`src/bdmc_cfg.svh`:
```
// Offsets, field positions, reset values and counts of the bitstream DAC mode control
`ifndef BDMC_CFG_SVH
`define BDMC_CFG_SVH
// ==========================================================
// Control word layout
`define BDMC_RW_BIT      15
`define BDMC_REG_MSB     14
`define BDMC_REG_LSB     8
// ==========================================================
// Register numbers
`define BDMC_REG_UNUSED_A   7'h10
`define BDMC_REG_UNUSED_B   7'h11
`define BDMC_REG_FIR_RESP   7'h12
`define BDMC_REG_OUT_PHASE  7'h13
`define BDMC_REG_MODE_RATE  7'h14
`define BDMC_REG_ZERO_DET   7'h15
`define BDMC_REG_ZERO_FLAG  7'h16
// ==========================================================
// Writable masks and reset values
`define BDMC_MASK_FIR_RESP  8'h0C
`define BDMC_MASK_OUT_PHASE 8'h90
`define BDMC_MASK_MODE_RATE 8'h6F
`define BDMC_RST_VALUE      8'h00
// ==========================================================
// Field positions
`define BDMC_RESP_LSB       2
`define BDMC_REV_BIT        7
`define BDMC_DIS_BIT        4
`define BDMC_SOFT_RESET_BIT_BIT       6
`define BDMC_MODE_BIT       5
`define BDMC_MONO_BIT       3
`define BDMC_CHANNEL_PICK_BIT       2
`define BDMC_RATE_LSB       0
// ==========================================================
// Datapath sizes and counts
`define BDMC_LEVELS         66
`define BDMC_ZERO_RUN       1024
`endif

```
`src/bdmc_pkg.sv`:
```
// Types shared by the bitstream DAC mode control files
package bdmc_pkg;
	// ==========================================================
	// Control word carrier
	typedef struct packed {
		logic       rw;
		logic [6:0] reg_num;
		logic [7:0] data;
	} bdmc_ctrl_word_t;

	// ==========================================================
	// One stereo sample
	typedef struct packed {
		logic signed [23:0] left;
		logic signed [23:0] right;
	} bdmc_pair_t;

	// ==========================================================
	// Analog FIR operating rate codes
	typedef enum logic [1:0] {
		BDMC_RATE_FULL    = 2'b00,
		BDMC_RATE_HALF    = 2'b01,
		BDMC_RATE_RSVD    = 2'b10,
		BDMC_RATE_QUARTER = 2'b11
	} bdmc_rate_t;
endpackage

```
`src/bdmc_seg_dac.sv`:
```
// Segmented converter datapath: split, offset code, modulator, rotation averaging
`timescale 1ns/1ps
`default_nettype none
`include "bdmc_cfg.svh"
module bdmc_seg_dac #(
	parameter int LEVELS = `BDMC_LEVELS
) (
	// Clock and reset
	input  wire logic              clk,
	input  wire logic              soft_reset_bit,
	// Sample input
	input  wire logic              in_valid,
	output logic                   in_ready,
	input  wire logic signed [23:0] in_word,
	// Level output
	output logic                   out_valid,
	input  wire logic              out_ready,
	output logic [6:0]             out_level,
	output logic [5:0]             out_inverted_offset_binary_code,
	output logic [LEVELS-1:0]      out_elements
);
	import bdmc_pkg::*;

	// ==========================================================
	// Element selection starting at the rotation pointer
	function automatic logic [LEVELS-1:0] dwa_mask(input logic [6:0] ptr, input logic [6:0] lvl);
		int off;
		dwa_mask = '0;
		for (int i = 0; i < LEVELS; i++) begin
			off = i - int'(ptr);
			if (off < 0) begin
				off = off + LEVELS;
			end
			dwa_mask[i] = (off < int'(lvl));
		end
	endfunction

	logic signed [23:0] e1, e2, e3, next_e1, next_e2, next_e3;
	logic [6:0]         ptr, next_ptr;
	logic               next_out_valid;
	logic [6:0]         next_level;
	logic [5:0]         next_inverted_offset_binary_code;
	logic [LEVELS-1:0]  next_elements;
	logic [23:0]        ob;
	logic signed [23:0] v, qv;
	logic signed [7:0]  q, sum;
	logic [7:0]         wrap;

	assign in_ready = !out_valid || out_ready;

	// ==========================================================
	// Next values
	always_comb begin
		ob = in_word ^ 24'h800000;
		v = $signed({6'h00, ob[17:0]}) - 24'sd3 * e1 + 24'sd3 * e2 - e3;
		q = 8'(((v + 24'sd131072) >>> 18));
		if (q > 8'sd2) begin
			q = 8'sd2;
		end else if (q < -8'sd2) begin
			q = -8'sd2;
		end
		qv = 24'(q) <<< 18;
		sum = $signed({2'b00, ob[23:18]}) + q;
		if (sum < 8'sd0) begin
			sum = 8'sd0;
		end else if (sum > 8'(LEVELS - 1)) begin
			sum = 8'(LEVELS - 1);
		end
		wrap = {1'b0, ptr} + 8'(sum);
		if (wrap >= 8'(LEVELS)) begin
			wrap = wrap - 8'(LEVELS);
		end
		next_e1 = e1;
		next_e2 = e2;
		next_e3 = e3;
		next_ptr = ptr;
		next_level = out_level;
		next_inverted_offset_binary_code = out_inverted_offset_binary_code;
		next_elements = out_elements;
		next_out_valid = out_valid && !out_ready;
		if (in_valid && in_ready) begin
			next_e1 = qv - v;
			next_e2 = e1;
			next_e3 = e2;
			next_level = 7'(sum);
			next_inverted_offset_binary_code = ~ob[23:18];
			next_elements = dwa_mask(ptr, 7'(sum));
			next_ptr = 7'(wrap);
			next_out_valid = 1'b1;
		end
	end

	// ==========================================================
	// Registers
	always_ff @(posedge clk) begin
		if (soft_reset_bit) begin
			e1 <= '0;
			e2 <= '0;
			e3 <= '0;
			ptr <= '0;
			out_valid <= 1'b0;
			out_level <= '0;
			out_inverted_offset_binary_code <= '0;
			out_elements <= '0;
		end else begin
			e1 <= next_e1;
			e2 <= next_e2;
			e3 <= next_e3;
			ptr <= next_ptr;
			out_valid <= next_out_valid;
			out_level <= next_level;
			out_inverted_offset_binary_code <= next_inverted_offset_binary_code;
			out_elements <= next_elements;
		end
	end
endmodule
`default_nettype wire

```
`src/bdmc_top.sv`:
```
// Bitstream DAC mode control: control words, bitstream capture, FIR, buffer, converters
`timescale 1ns/1ps
`default_nettype none
`include "bdmc_cfg.svh"
module bdmc_top #(
	parameter int LEVELS   = `BDMC_LEVELS,
	parameter int ZERO_RUN = `BDMC_ZERO_RUN
) (
	// Clock and reset
	input  wire logic                     clk,
	input  wire logic                     soft_reset_bit,
	// Control words
	input  wire logic                     ctrl_valid,
	input  wire bdmc_pkg::bdmc_ctrl_word_t ctrl_word,
	output logic                          rd_valid,
	output logic [7:0]                    rd_data,
	// Bitstream pins
	input  wire logic                     bitstream_bit_clock,
	input  wire logic                     left_bitstream_in,
	input  wire logic                     right_bitstream_in,
	// Converter outputs
	input  wire logic                     seg_ready,
	output logic                          left_seg_valid,
	output logic [6:0]                    left_level,
	output logic [5:0]                    left_inverted_offset_binary_code,
	output logic [LEVELS-1:0]             left_elements,
	output logic                          right_seg_valid,
	output logic [6:0]                    right_level,
	output logic [5:0]                    right_inverted_offset_binary_code,
	output logic [LEVELS-1:0]             right_elements,
	// Mode status
	output logic                          bitstream_active
);
	import bdmc_pkg::*;

	// ==========================================================
	// Helpers
	function automatic logic signed [23:0] fir_word(input logic [15:0] hist, input logic [1:0] sel);
		int k;
		int taps;
		int ones;
		int val;
		k = int'(sel) + 1;
		taps = 1 << k;
		ones = 0;
		for (int i = 0; i < 16; i++) begin
			if (i < taps) begin
				ones = ones + int'(hist[i]);
			end
		end
		val = (2 * ones - taps) * (1 << (23 - k));
		if (val > 32'sh007FFFFF) begin
			val = 32'sh007FFFFF;
		end
		fir_word = 24'(val);
	endfunction

	function automatic logic signed [23:0] condition(input logic signed [23:0] w,
			input logic output_phase_reverse, input logic dis);
		condition = w;
		if (output_phase_reverse) begin
			condition = (w == 24'sh800000) ? 24'sh7FFFFF : -w;
		end
		if (dis) begin
			condition = 24'sh000000;
		end
	endfunction

	// ==========================================================
	// Register file
	logic [7:0] fir_response_ctrl, next_fir_response_ctrl;
	logic [7:0] output_phase_ctrl, next_output_phase_ctrl;
	logic [7:0] mode_rate_ctrl, next_mode_rate_ctrl;
	logic       soft_clr, next_soft_clr;
	logic       next_rd_valid;
	logic [7:0] next_rd_data;
	logic       zero_l, zero_r;
	logic       dp_hold;
	logic [1:0] resp_sel;
	logic [1:0] rate_sel;

	assign bitstream_active = mode_rate_ctrl[`BDMC_MODE_BIT];
	assign resp_sel = fir_response_ctrl[`BDMC_RESP_LSB +: 2];
	assign rate_sel = mode_rate_ctrl[`BDMC_RATE_LSB +: 2];
	assign dp_hold = soft_reset_bit || soft_clr || !bitstream_active;

	always_comb begin
		next_fir_response_ctrl = fir_response_ctrl;
		next_output_phase_ctrl = output_phase_ctrl;
		next_mode_rate_ctrl = mode_rate_ctrl;
		next_soft_clr = 1'b0;
		next_rd_valid = 1'b0;
		next_rd_data = 8'h00;
		if (ctrl_valid && !ctrl_word.rw) begin
			if (ctrl_word.reg_num == `BDMC_REG_FIR_RESP) begin
				next_fir_response_ctrl = ctrl_word.data & `BDMC_MASK_FIR_RESP;
			end else if (ctrl_word.reg_num == `BDMC_REG_OUT_PHASE) begin
				next_output_phase_ctrl = ctrl_word.data & `BDMC_MASK_OUT_PHASE;
			end else if (ctrl_word.reg_num == `BDMC_REG_MODE_RATE) begin
				next_mode_rate_ctrl = ctrl_word.data & `BDMC_MASK_MODE_RATE;
				if (ctrl_word.data[`BDMC_SOFT_RESET_BIT_BIT]) begin
					next_fir_response_ctrl = `BDMC_RST_VALUE;
					next_output_phase_ctrl = `BDMC_RST_VALUE;
					next_mode_rate_ctrl = `BDMC_RST_VALUE;
					next_soft_clr = 1'b1;
				end
			end
			// Registers 16, 17, 21, 22 and unmapped numbers ignore writes
		end
		if (ctrl_valid && ctrl_word.rw) begin
			next_rd_valid = 1'b1;
			if (ctrl_word.reg_num == `BDMC_REG_FIR_RESP) begin
				next_rd_data = fir_response_ctrl;
			end else if (ctrl_word.reg_num == `BDMC_REG_OUT_PHASE) begin
				next_rd_data = output_phase_ctrl;
			end else if (ctrl_word.reg_num == `BDMC_REG_MODE_RATE) begin
				next_rd_data = mode_rate_ctrl;
			end else if (ctrl_word.reg_num == `BDMC_REG_ZERO_DET) begin
				next_rd_data = {5'h00, zero_l && zero_r, zero_l || zero_r, 1'b0};
			end else if (ctrl_word.reg_num == `BDMC_REG_ZERO_FLAG) begin
				next_rd_data = {6'h00, zero_r, zero_l};
			end else begin
				next_rd_data = 8'h00;
			end
		end
	end

	always_ff @(posedge clk) begin
		if (soft_reset_bit) begin
			fir_response_ctrl <= `BDMC_RST_VALUE;
			output_phase_ctrl <= `BDMC_RST_VALUE;
			mode_rate_ctrl <= `BDMC_RST_VALUE;
			soft_clr <= 1'b0;
			rd_valid <= 1'b0;
			rd_data <= 8'h00;
		end else begin
			fir_response_ctrl <= next_fir_response_ctrl;
			output_phase_ctrl <= next_output_phase_ctrl;
			mode_rate_ctrl <= next_mode_rate_ctrl;
			soft_clr <= next_soft_clr;
			rd_valid <= next_rd_valid;
			rd_data <= next_rd_data;
		end
	end

	// ==========================================================
	// Pin synchronisers
	logic bck_s1, bck_s2, bck_s3;
	logic l_s1, l_s2, r_s1, r_s2;
	logic bck_rise;

	always_ff @(posedge clk) begin
		if (soft_reset_bit) begin
			bck_s1 <= 1'b0;
			bck_s2 <= 1'b0;
			bck_s3 <= 1'b0;
			l_s1 <= 1'b0;
			l_s2 <= 1'b0;
			r_s1 <= 1'b0;
			r_s2 <= 1'b0;
		end else begin
			bck_s1 <= bitstream_bit_clock;
			bck_s2 <= bck_s1;
			bck_s3 <= bck_s2;
			l_s1 <= left_bitstream_in;
			l_s2 <= l_s1;
			r_s1 <= right_bitstream_in;
			r_s2 <= r_s1;
		end
	end

	assign bck_rise = bck_s2 && !bck_s3;

	// ==========================================================
	// Bitstream capture, FIR, decimation and zero detection
	logic [15:0]  hist_l, hist_r, next_hist_l, next_hist_r;
	logic [1:0]   dec_cnt, next_dec_cnt, dec_last;
	logic         pend_valid, next_pend_valid;
	bdmc_pair_t   pend, next_pend;
	logic [10:0]  zcnt_l, zcnt_r, next_zcnt_l, next_zcnt_r;
	logic signed [23:0] fl, fr, src_l, src_r;
	logic         buf_in_ready;
	logic         output_phase_reverse, dis;

	assign output_phase_reverse = output_phase_ctrl[`BDMC_REV_BIT];
	assign dis = output_phase_ctrl[`BDMC_DIS_BIT];
	assign zero_l = (zcnt_l == 11'(ZERO_RUN));
	assign zero_r = (zcnt_r == 11'(ZERO_RUN));

	always_comb begin
		if (rate_sel == BDMC_RATE_HALF) begin
			dec_last = 2'd1;
		end else if (rate_sel == BDMC_RATE_QUARTER) begin
			dec_last = 2'd3;
		end else begin
			dec_last = 2'd0;
		end
		next_hist_l = hist_l;
		next_hist_r = hist_r;
		next_dec_cnt = dec_cnt;
		next_zcnt_l = zcnt_l;
		next_zcnt_r = zcnt_r;
		next_pend_valid = pend_valid && !buf_in_ready;
		next_pend = pend;
		fl = fir_word({hist_l[14:0], l_s2}, resp_sel);
		fr = fir_word({hist_r[14:0], r_s2}, resp_sel);
		src_l = fl;
		src_r = fr;
		if (mode_rate_ctrl[`BDMC_MONO_BIT]) begin
			src_l = mode_rate_ctrl[`BDMC_CHANNEL_PICK_BIT] ? fr : fl;
			src_r = src_l;
		end
		if (bck_rise) begin
			next_hist_l = {hist_l[14:0], l_s2};
			next_hist_r = {hist_r[14:0], r_s2};
			next_dec_cnt = (dec_cnt >= dec_last) ? 2'd0 : dec_cnt + 2'd1;
			if (dec_cnt >= dec_last) begin
				if (fl == 24'sh000000) begin
					next_zcnt_l = zero_l ? zcnt_l : zcnt_l + 11'd1;
				end else begin
					next_zcnt_l = '0;
				end
				if (fr == 24'sh000000) begin
					next_zcnt_r = zero_r ? zcnt_r : zcnt_r + 11'd1;
				end else begin
					next_zcnt_r = '0;
				end
				// A word still waiting on a full buffer makes this new word be dropped
				if (!next_pend_valid) begin
					next_pend_valid = 1'b1;
					next_pend.left = condition(src_l, output_phase_reverse, dis);
					next_pend.right = condition(src_r, output_phase_reverse, dis);
				end
			end
		end
	end

	always_ff @(posedge clk) begin
		if (dp_hold) begin
			hist_l <= 16'hAAAA;
			hist_r <= 16'hAAAA;
			dec_cnt <= '0;
			zcnt_l <= '0;
			zcnt_r <= '0;
			pend_valid <= 1'b0;
			pend <= '0;
		end else begin
			hist_l <= next_hist_l;
			hist_r <= next_hist_r;
			dec_cnt <= next_dec_cnt;
			zcnt_l <= next_zcnt_l;
			zcnt_r <= next_zcnt_r;
			pend_valid <= next_pend_valid;
			pend <= next_pend;
		end
	end

	// ==========================================================
	// Two-entry buffer in front of the converters
	bdmc_pair_t buf_mem [2];
	bdmc_pair_t next_mem0, next_mem1;
	logic       wr_ptr, rd_ptr, next_wr_ptr, next_rd_ptr;
	logic [1:0] count, next_count;
	logic       buf_out_valid, buf_out_ready;
	logic       l_in_ready, r_in_ready;
	logic       push, pop;

	assign buf_in_ready = (count != 2'd2);
	assign buf_out_valid = (count != 2'd0);
	assign buf_out_ready = l_in_ready && r_in_ready;
	assign push = pend_valid && buf_in_ready;
	assign pop = buf_out_valid && buf_out_ready;

	always_comb begin
		next_mem0 = buf_mem[0];
		next_mem1 = buf_mem[1];
		if (push && !wr_ptr) begin
			next_mem0 = pend;
		end
		if (push && wr_ptr) begin
			next_mem1 = pend;
		end
		next_wr_ptr = push ? !wr_ptr : wr_ptr;
		next_rd_ptr = pop ? !rd_ptr : rd_ptr;
		next_count = count + 2'(push) - 2'(pop);
	end

	always_ff @(posedge clk) begin
		if (dp_hold) begin
			buf_mem[0] <= '0;
			buf_mem[1] <= '0;
			wr_ptr <= 1'b0;
			rd_ptr <= 1'b0;
			count <= 2'd0;
		end else begin
			buf_mem[0] <= next_mem0;
			buf_mem[1] <= next_mem1;
			wr_ptr <= next_wr_ptr;
			rd_ptr <= next_rd_ptr;
			count <= next_count;
		end
	end

	// ==========================================================
	// Converter datapaths, one per channel
	bdmc_seg_dac #(
		.LEVELS(LEVELS)
	) u_left (
		.clk         (clk),
		.soft_reset_bit        (dp_hold),
		.in_valid    (buf_out_valid && r_in_ready),
		.in_ready    (l_in_ready),
		.in_word     (buf_mem[rd_ptr].left),
		.out_valid   (left_seg_valid),
		.out_ready   (seg_ready),
		.out_level   (left_level),
		.out_inverted_offset_binary_code    (left_inverted_offset_binary_code),
		.out_elements(left_elements)
	);

	bdmc_seg_dac #(
		.LEVELS(LEVELS)
	) u_right (
		.clk         (clk),
		.soft_reset_bit        (dp_hold),
		.in_valid    (buf_out_valid && l_in_ready),
		.in_ready    (r_in_ready),
		.in_word     (buf_mem[rd_ptr].right),
		.out_valid   (right_seg_valid),
		.out_ready   (seg_ready),
		.out_level   (right_level),
		.out_inverted_offset_binary_code    (right_inverted_offset_binary_code),
		.out_elements(right_elements)
	);
endmodule
`default_nettype wire

```
`config.mk`:
```
export PLATFORM = sky130hd
export DESIGN_NAME = bdmc_top
export DESIGN_NICKNAME = d
export VERILOG_FILES = /design/src/bdmc_pkg.sv /design/src/bdmc_seg_dac.sv /design/src/bdmc_top.sv
export VERILOG_INCLUDE_DIRS = /design/src
export SDC_FILE = /design/constraint.sdc
export NUM_CORES = 2
export LEC_CHECK = 0
export BUFFER_PORTS_ARGS = -buffer_cell sky130_fd_sc_hd__buf_2
export CORE_MARGIN = 4
export CORE_UTILIZATION = 45
export DETAILED_ROUTE_END_ITERATION = 8
export PLACE_DENSITY = 0.58
export REMOVE_ABC_BUFFERS = 1
export SLEW_MARGIN = 20
export SYNTH_ARGS = -nofsm -noshare
export SYNTH_HDL_FRONTEND = slang
export SYNTH_HIERARCHICAL = 1
export SYNTH_SLANG_ARGS = --single-unit
```
`constraint.sdc`:
```
create_clock -name clk -period 39 [get_ports clk]
set_clock_uncertainty 0.05 [all_clocks]
set_input_delay 3.9 -clock clk [delete_from_list [all_inputs] [get_ports clk]]
set_output_delay 3.9 -clock clk [all_outputs]
set_load 0.05 [all_outputs]
```
* Word level (Yosys, flattened, before mapping)
Memory sizes are Yosys's and may differ from the RTL's. A register that Yosys moved wholly into a read port is not among the register bits. Cells that the tools add are included. W data, S select, Z words.
Cells by class: add/sub/neg operators 321, bitwise gates (word level) 12, $lt $le $gt $ge 293, equal/unequal tests 17, shift operators 2, multiply operators 6, reduce and logical (&&, ||, !) cells 47, multiplexer cells 350
Operator list (count):
- $mux W32 | 264
- $add A32 B8 Y32 const B | 132
- $lt A32 B1 Y1 const B | 132
- $lt A32 B8 Y1 | 132
- $add A31 B2 Y31 | 28
- $mux W31 | 28
- $sub A6 B7 Y8 const A | 64
- $mux W24 | 11
- $lt A5 B32 Y1 const A | 8
- $sub A5 B7 Y8 const A | 32
- $mux W48 | 4
- $lt A4 B32 Y1 const A | 4
- $mux W8 | 16
- $sub A4 B7 Y8 const A | 16
- $mul A3 B24 Y24 const A | 4
- $sub A24 B24 Y24 | 4
- $gt A32 B24 Y1 const B | 2
- $lt A3 B32 Y1 const A | 2
- $mul A32 B32 Y32 | 2
- $sub A3 B7 Y8 const A | 8
- $sub A32 B32 Y32 | 2
- $add A24 B19 Y24 const B | 2
- $add A24 B24 Y24 | 2
- $eq A24 B24 Y1 const B | 2
- 49 further kinds | 147
Storage, ports and cells: bits of input ports 23, bits in writable memories 96, memories kept 1, register bits after elaboration 466, logic and storage cells 1089
Memories:
- buf_mem | words 2, width 48, read ports 1, clocked after memory_dff 1, write ports 2, line bdmc_top.sv:260 | bdmc_pair_t buf_mem [2];

* Depth between registers and ports, before layout
depth after elaboration 44, mapped depth 88

* Cells and area by module
Netlist, hierarchy kept.
By module, submodules not included:
- bdmc_seg_dac (u_left) | cells an instance 3664, area an instance 27772.9 um^2, instances 1
- bdmc_seg_dac (u_right) | cells an instance 3675, area an instance 27771.6 um^2, instances 1
- bdmc_top | cells an instance 2039, area an instance 18128.6 um^2, instances 1

* Worst setup path before layout
OpenSTA, ideal clock, no wires.
kind flip-flop to flip-flop, from register fir_response_ctrl[3], to register pend[45] in the netlist's numbering, stages on the path, launching flop included 70, slack 24158 ps, required time 38833 ps, data arrival time 14675 ps, buffers on the path 7, setup time 117 ps, period minus slack after synthesis 14842 ps, cells stage by stage dfxtp_1 > buf_6 > buf_2 > buf_2 > buf_2 > buf_1 > clkbuf_1 > clkbuf_1 > a21oi_1 > ha_1 > inv_1 > a21oi_1 > ha_1 > ha_1 > o21a_1 > ha_1 > o21a_1 > ha_1 > [... 34 more ...] > fa_1 > ha_1 > ha_1 > ha_1 > o21ai_0 > nand2b_1 > a21oi_1 > xnor2_1 > nor4_1 > nor2_1 > a21oi_1 > nand2_1 > nand2_1 > ha_1 > inv_1 > or2_0 > or3_1 > a22o_1
Between the ends: word-level cells in the longest chain between the ends 44, elaborated cells between the ends (all ways) 97, those cells by class add/sub: 35; mul: 2; order compare: 18; eq/ne: 1; shift: 2; mux: 39
RTL lines:
- from (decl) | line bdmc_top.sv:71 | logic [7:0] fir_response_ctrl, next_fir_response_ctrl;
- from (signal assigned) | line bdmc_top.sv:130 | fir_response_ctrl <= `BDMC_RST_VALUE;
- from (signal assigned) | line bdmc_top.sv:137 | fir_response_ctrl <= next_fir_response_ctrl;
- $add A2 B1 Y3 * | line bdmc_top.sv:43 | k = int'(sel) + 1;
- $shl A1 B3 Y32 | line bdmc_top.sv:44 | taps = 1 << k;
- $lt A1 B32 Y1 | line bdmc_top.sv:47 | if (i < taps) begin
- $mux W1 | line bdmc_top.sv:47
- $add A1 B1 Y2 | line bdmc_top.sv:48 | ones = ones + int'(hist[i]);
- $mux W2 | line bdmc_top.sv:47
- $add A31 B2 Y31 | line bdmc_top.sv:48
- $mux W31 | line bdmc_top.sv:47
- [... 28 more ...]
- $gt A32 B24 Y1 | line bdmc_top.sv:52 | if (val > 32'sh007FFFFF) begin
- $mux W24 | line bdmc_top.sv:52
- $mux W24 | line bdmc_top.sv:210 | src_l = mode_rate_ctrl[`BDMC_CHANNEL_PICK_BIT] ? fr : fl;
- $mux W24 * | line bdmc_top.sv:209 | if (mode_rate_ctrl[`BDMC_MONO_BIT]) begin
- $neg A24 Y24 / $eq A24 B24 Y1 (equally long branches) | line bdmc_top.sv:62 | condition = (w == 24'sh800000) ? 24'sh7FFFFF : -w;
- $mux W24 | line bdmc_top.sv:62
- $mux W24 * | line bdmc_top.sv:61 | if (output_phase_reverse) begin
- $mux W24 * | line bdmc_top.sv:64 | if (dis) begin
- to (signal assigned) | line bdmc_top.sv:254 | pend <= next_pend;
- to (decl) | line bdmc_top.sv:179 | bdmc_pair_t pend, next_pend;
Mark *: on every way between the ends. The rest lies on a longest branch, timed or not. A chain may end at the register's enable or synchronous reset.

* Worst setup path after layout
from register fir_response_ctrl[3], to register pend[19] in the netlist's numbering
Same word-level chain as after synthesis.

==> metrics <==
Boundary Pins=193; final setup margin=22.19 ns; initial antenna violation count=3; number of distinct library cells after synthesis=145; Net Sw Frac=0.368; area share of the largest cell type after synthesis=0.202; initial DRC count=5159; status=completed; maximum VDD drop=0.0338 mV; leakage power=34.0 nW; Worst Setup End Kind=flip-flop; Layout area overhead=7.71%; most frequent CP cell=ha_1; CP max FO=64; fin crit share=0.431; Int Power=1.15 mW; H-Tree Depth=3; # fillers=16000; Syn. warnings=6; Area contributors post-synth=ha_1, dfxtp_1, xnor2_1; Total Wirelength=239000 µm; Post-CTS Setup Inserts=0; Seq cells post-synth=463; TritonCTS clock tree=yes; layout cells sized above 1=0.0664; flop-to-flop setup slack=22.19 ns; R2R depth=73; Least-Margin Pin Slew=1.24 ns; most frequent cell after synthesis=ha_1; CP max stage cell=fa_1; worst-case clock buffer depth=3; setup violators final=0; Setup TNS=0 ns; DP Area=77100 µm²; CP required=39.59 ns; synthesized area per cell=7.86 µm²; post-cts gate resize count=0; Synth top cells by count=ha_1, nand2_1, xnor2_1; Num CTS Buffers=67; Max Cap Viol=0; Comb pwr share=0.378; drt pass-1 iters=8; reg2reg start=fir_response_ctrl[3]; vias per inst=5.85; Slowest Stage Delay on Critical Path=0.55 ns; first-pass GRT wire length=375000 µm; Power Total=1.82 mW; number of synthesized flops with an enable pin=40; switching power=670 µW; Final HPWL DP=165000 µm; Netlist Area Pre-Place=73700 µm²; min cycle time layout=16.81 ns; DRC=0; vias post-DR=68100; Initial Util=0.453; pwr dens=22.9 nW/µm²; CP Launch Type=flip-flop; vias in the first global route=66100; GRT overflow=0; Hold Buf Count CTS=0; Die X=413 µm; Setup crit end=pend[19]; final hold viol count=0; largest net degree at the start of global routing=146; R2R Path End=pend[19]; Routed Antenna Nets=0; crit path from=fir_response_ctrl[3]; Rel. slew slack=0.171; Slew Viols, Final=0; Yosys top cell by area=ha_1; Worst Hold Class=flip-flop to flip-flop; Worst-path clk slew=0.06 ns; WL/cell=20.6 µm; nets=10900; Total Routing Usage GR=0.275; CP arrival=17.40 ns; Clk Latency, worst-skew pair=0.70 ns; I/O Buffers=191; Syn Inst Count=9378; prevailing post-synth register cell=dfxtp_1; Sequential Power Share=0.263; asr flop ratio synth=0; RSZ-0062 raised after global routing=false; fmax=0.0595 GHz; final instance area=79400 µm²; register area share after synthesis=0.131; GPL Wtd Cong=0.916; CTS Root Cell=clkbuf_16; pre-CTS setup slack=22.28 ns; critical path class=flip-flop to flip-flop; die height=413 µm; Clock power frac=0.359; CTS Sinks=463; CORE AREA=163000 µm²; row count=148; Die ar.=170000 µm²
-- layout make-up --
cell class | instances | area [µm²] | share of cell area
inverter | 655 | 2470 | 0.0311
clock buffer | 86 | 1870 | 0.0236
tap | 2175 | 2720 | 0.0343
clock inverter | 34 | 415 | 0.00523
multi-input combinational | 7912 | 60300 | 0.760
antenna | 1 | 2.50 | 0.0000315
sequential | 463 | 9690 | 0.122
timing repair buffer | 313 | 1880 | 0.0237
-- power by group through the flow --
stage | Clock [mW] | Combinational [mW] | Sequential (mW)
after floorplan | 0 | 0.529 | 0.490
after global placement | 0 | 0.661 | 0.489
after detailed placement | 0 | 0.672 | 0.489
after CTS | 0.676 | 0.681 | 0.479
after global routing | 0.692 | 0.787 | 0.479
final | 0.653 | 0.688 | 0.479
-- placed cells by master, fill, tap and decap left out, types with 79 or more instances in the layout --
master	synthesis	layout
o21ai_0	451	447
xor2_1	243	242
buf_2	16	191
a31oi_1	95	95
ha_1	1188	1183
nor2_1	537	536
nor2b_1	140	139
nand3_1	232	231
dfxtp_1	423	414
a21o_1	235	235
buf_4	5	121
fa_1	280	280
nand2_1	1111	1106
nor3_1	170	170
a211oi_1	98	98
conb_1	2	115
xnor2_1	957	957
o2111ai_1	79	79
inv_1	637	629
o211ai_1	101	101
a21oi_1	812	811
-- routing by layer --
metal / GRT usage / wire length, µm / vias up
met5: 0 / 0 / -
met4: 0.116 / 10900 / 0
met3: 0.0412 / 16900 / 531
met2: 0.434 / 104000 / 2330
met1: 0.373 / 107000 / 32500
li1: - / - / 32700
-- per-stage QoR --
step	hold WS, ns	cells	util
finish	0.386	11600	0.488
global route	0.402	11600	0.488
CTS	0.388	11600	0.487
detailed placement	0.373	11500	0.473
global placement	0.372	11500	0.473
floorplan	0.357	9030	-
-- logic make-up after synthesis --
kind of cell	Yosys count	synth area share
adder cells (fa/ha/maj)	1473	0.279
AO/OA/AOI/OAI	2341	0.203
multiplexers	78	0.0114
buffers and inverters	1116	0.0577
AND/OR/NAND/NOR	2685	0.170
flip-flops	463	0.131
XOR/XNOR	1220	0.148
other	2	0.000102
-- registers in the layout (all words and copies together) (netlist names), 20 cells and up, named ones only --
| register | flops |
|---|---|
| u_right/e3 | 24 |
| u_left/e3 | 24 |
| u_right/e1 | 24 |
| u_left/out_elements | 66 |
| u_left/e1 | 24 |
| buf_mem | 40 |
| u_right/e2 | 24 |
| pend | 20 |
| u_left/e2 | 24 |
| u_right/out_elements | 66 |
-- how the worst min path moves through the flow --
| stage | startpoint | endpoint | slack (ns) | depth (start not counted) |
|---|---|---|---|---|
| after floorplan | pend[40] | pend[40] | 0.36 | 2 |
| after global routing | bck_s1 | bck_s2 | 0.40 | 1 |
| after global placement | bck_s1 | bck_s2 | 0.37 | 1 |
| final | bck_s1 | bck_s2 | 0.39 | 1 |
| after detailed placement | bck_s1 | bck_s2 | 0.37 | 1 |
| after CTS | bck_s1 | bck_s2 | 0.39 | 1 |
-- worst max-delay path: cells and delay by family (launching register included) --
kind	cells	cell delay (ns)
adder cells (fa/ha/maj)	22	7.33
flip-flops	1	0.31
multiplexers	2	0.25
AND/OR/NAND/NOR	18	3.30
buffers and inverters	6	0.82
AO/OA/AOI/OAI	19	3.20
XOR/XNOR	6	1.44
Note: power is estimated with default switching activity, not from simulation.
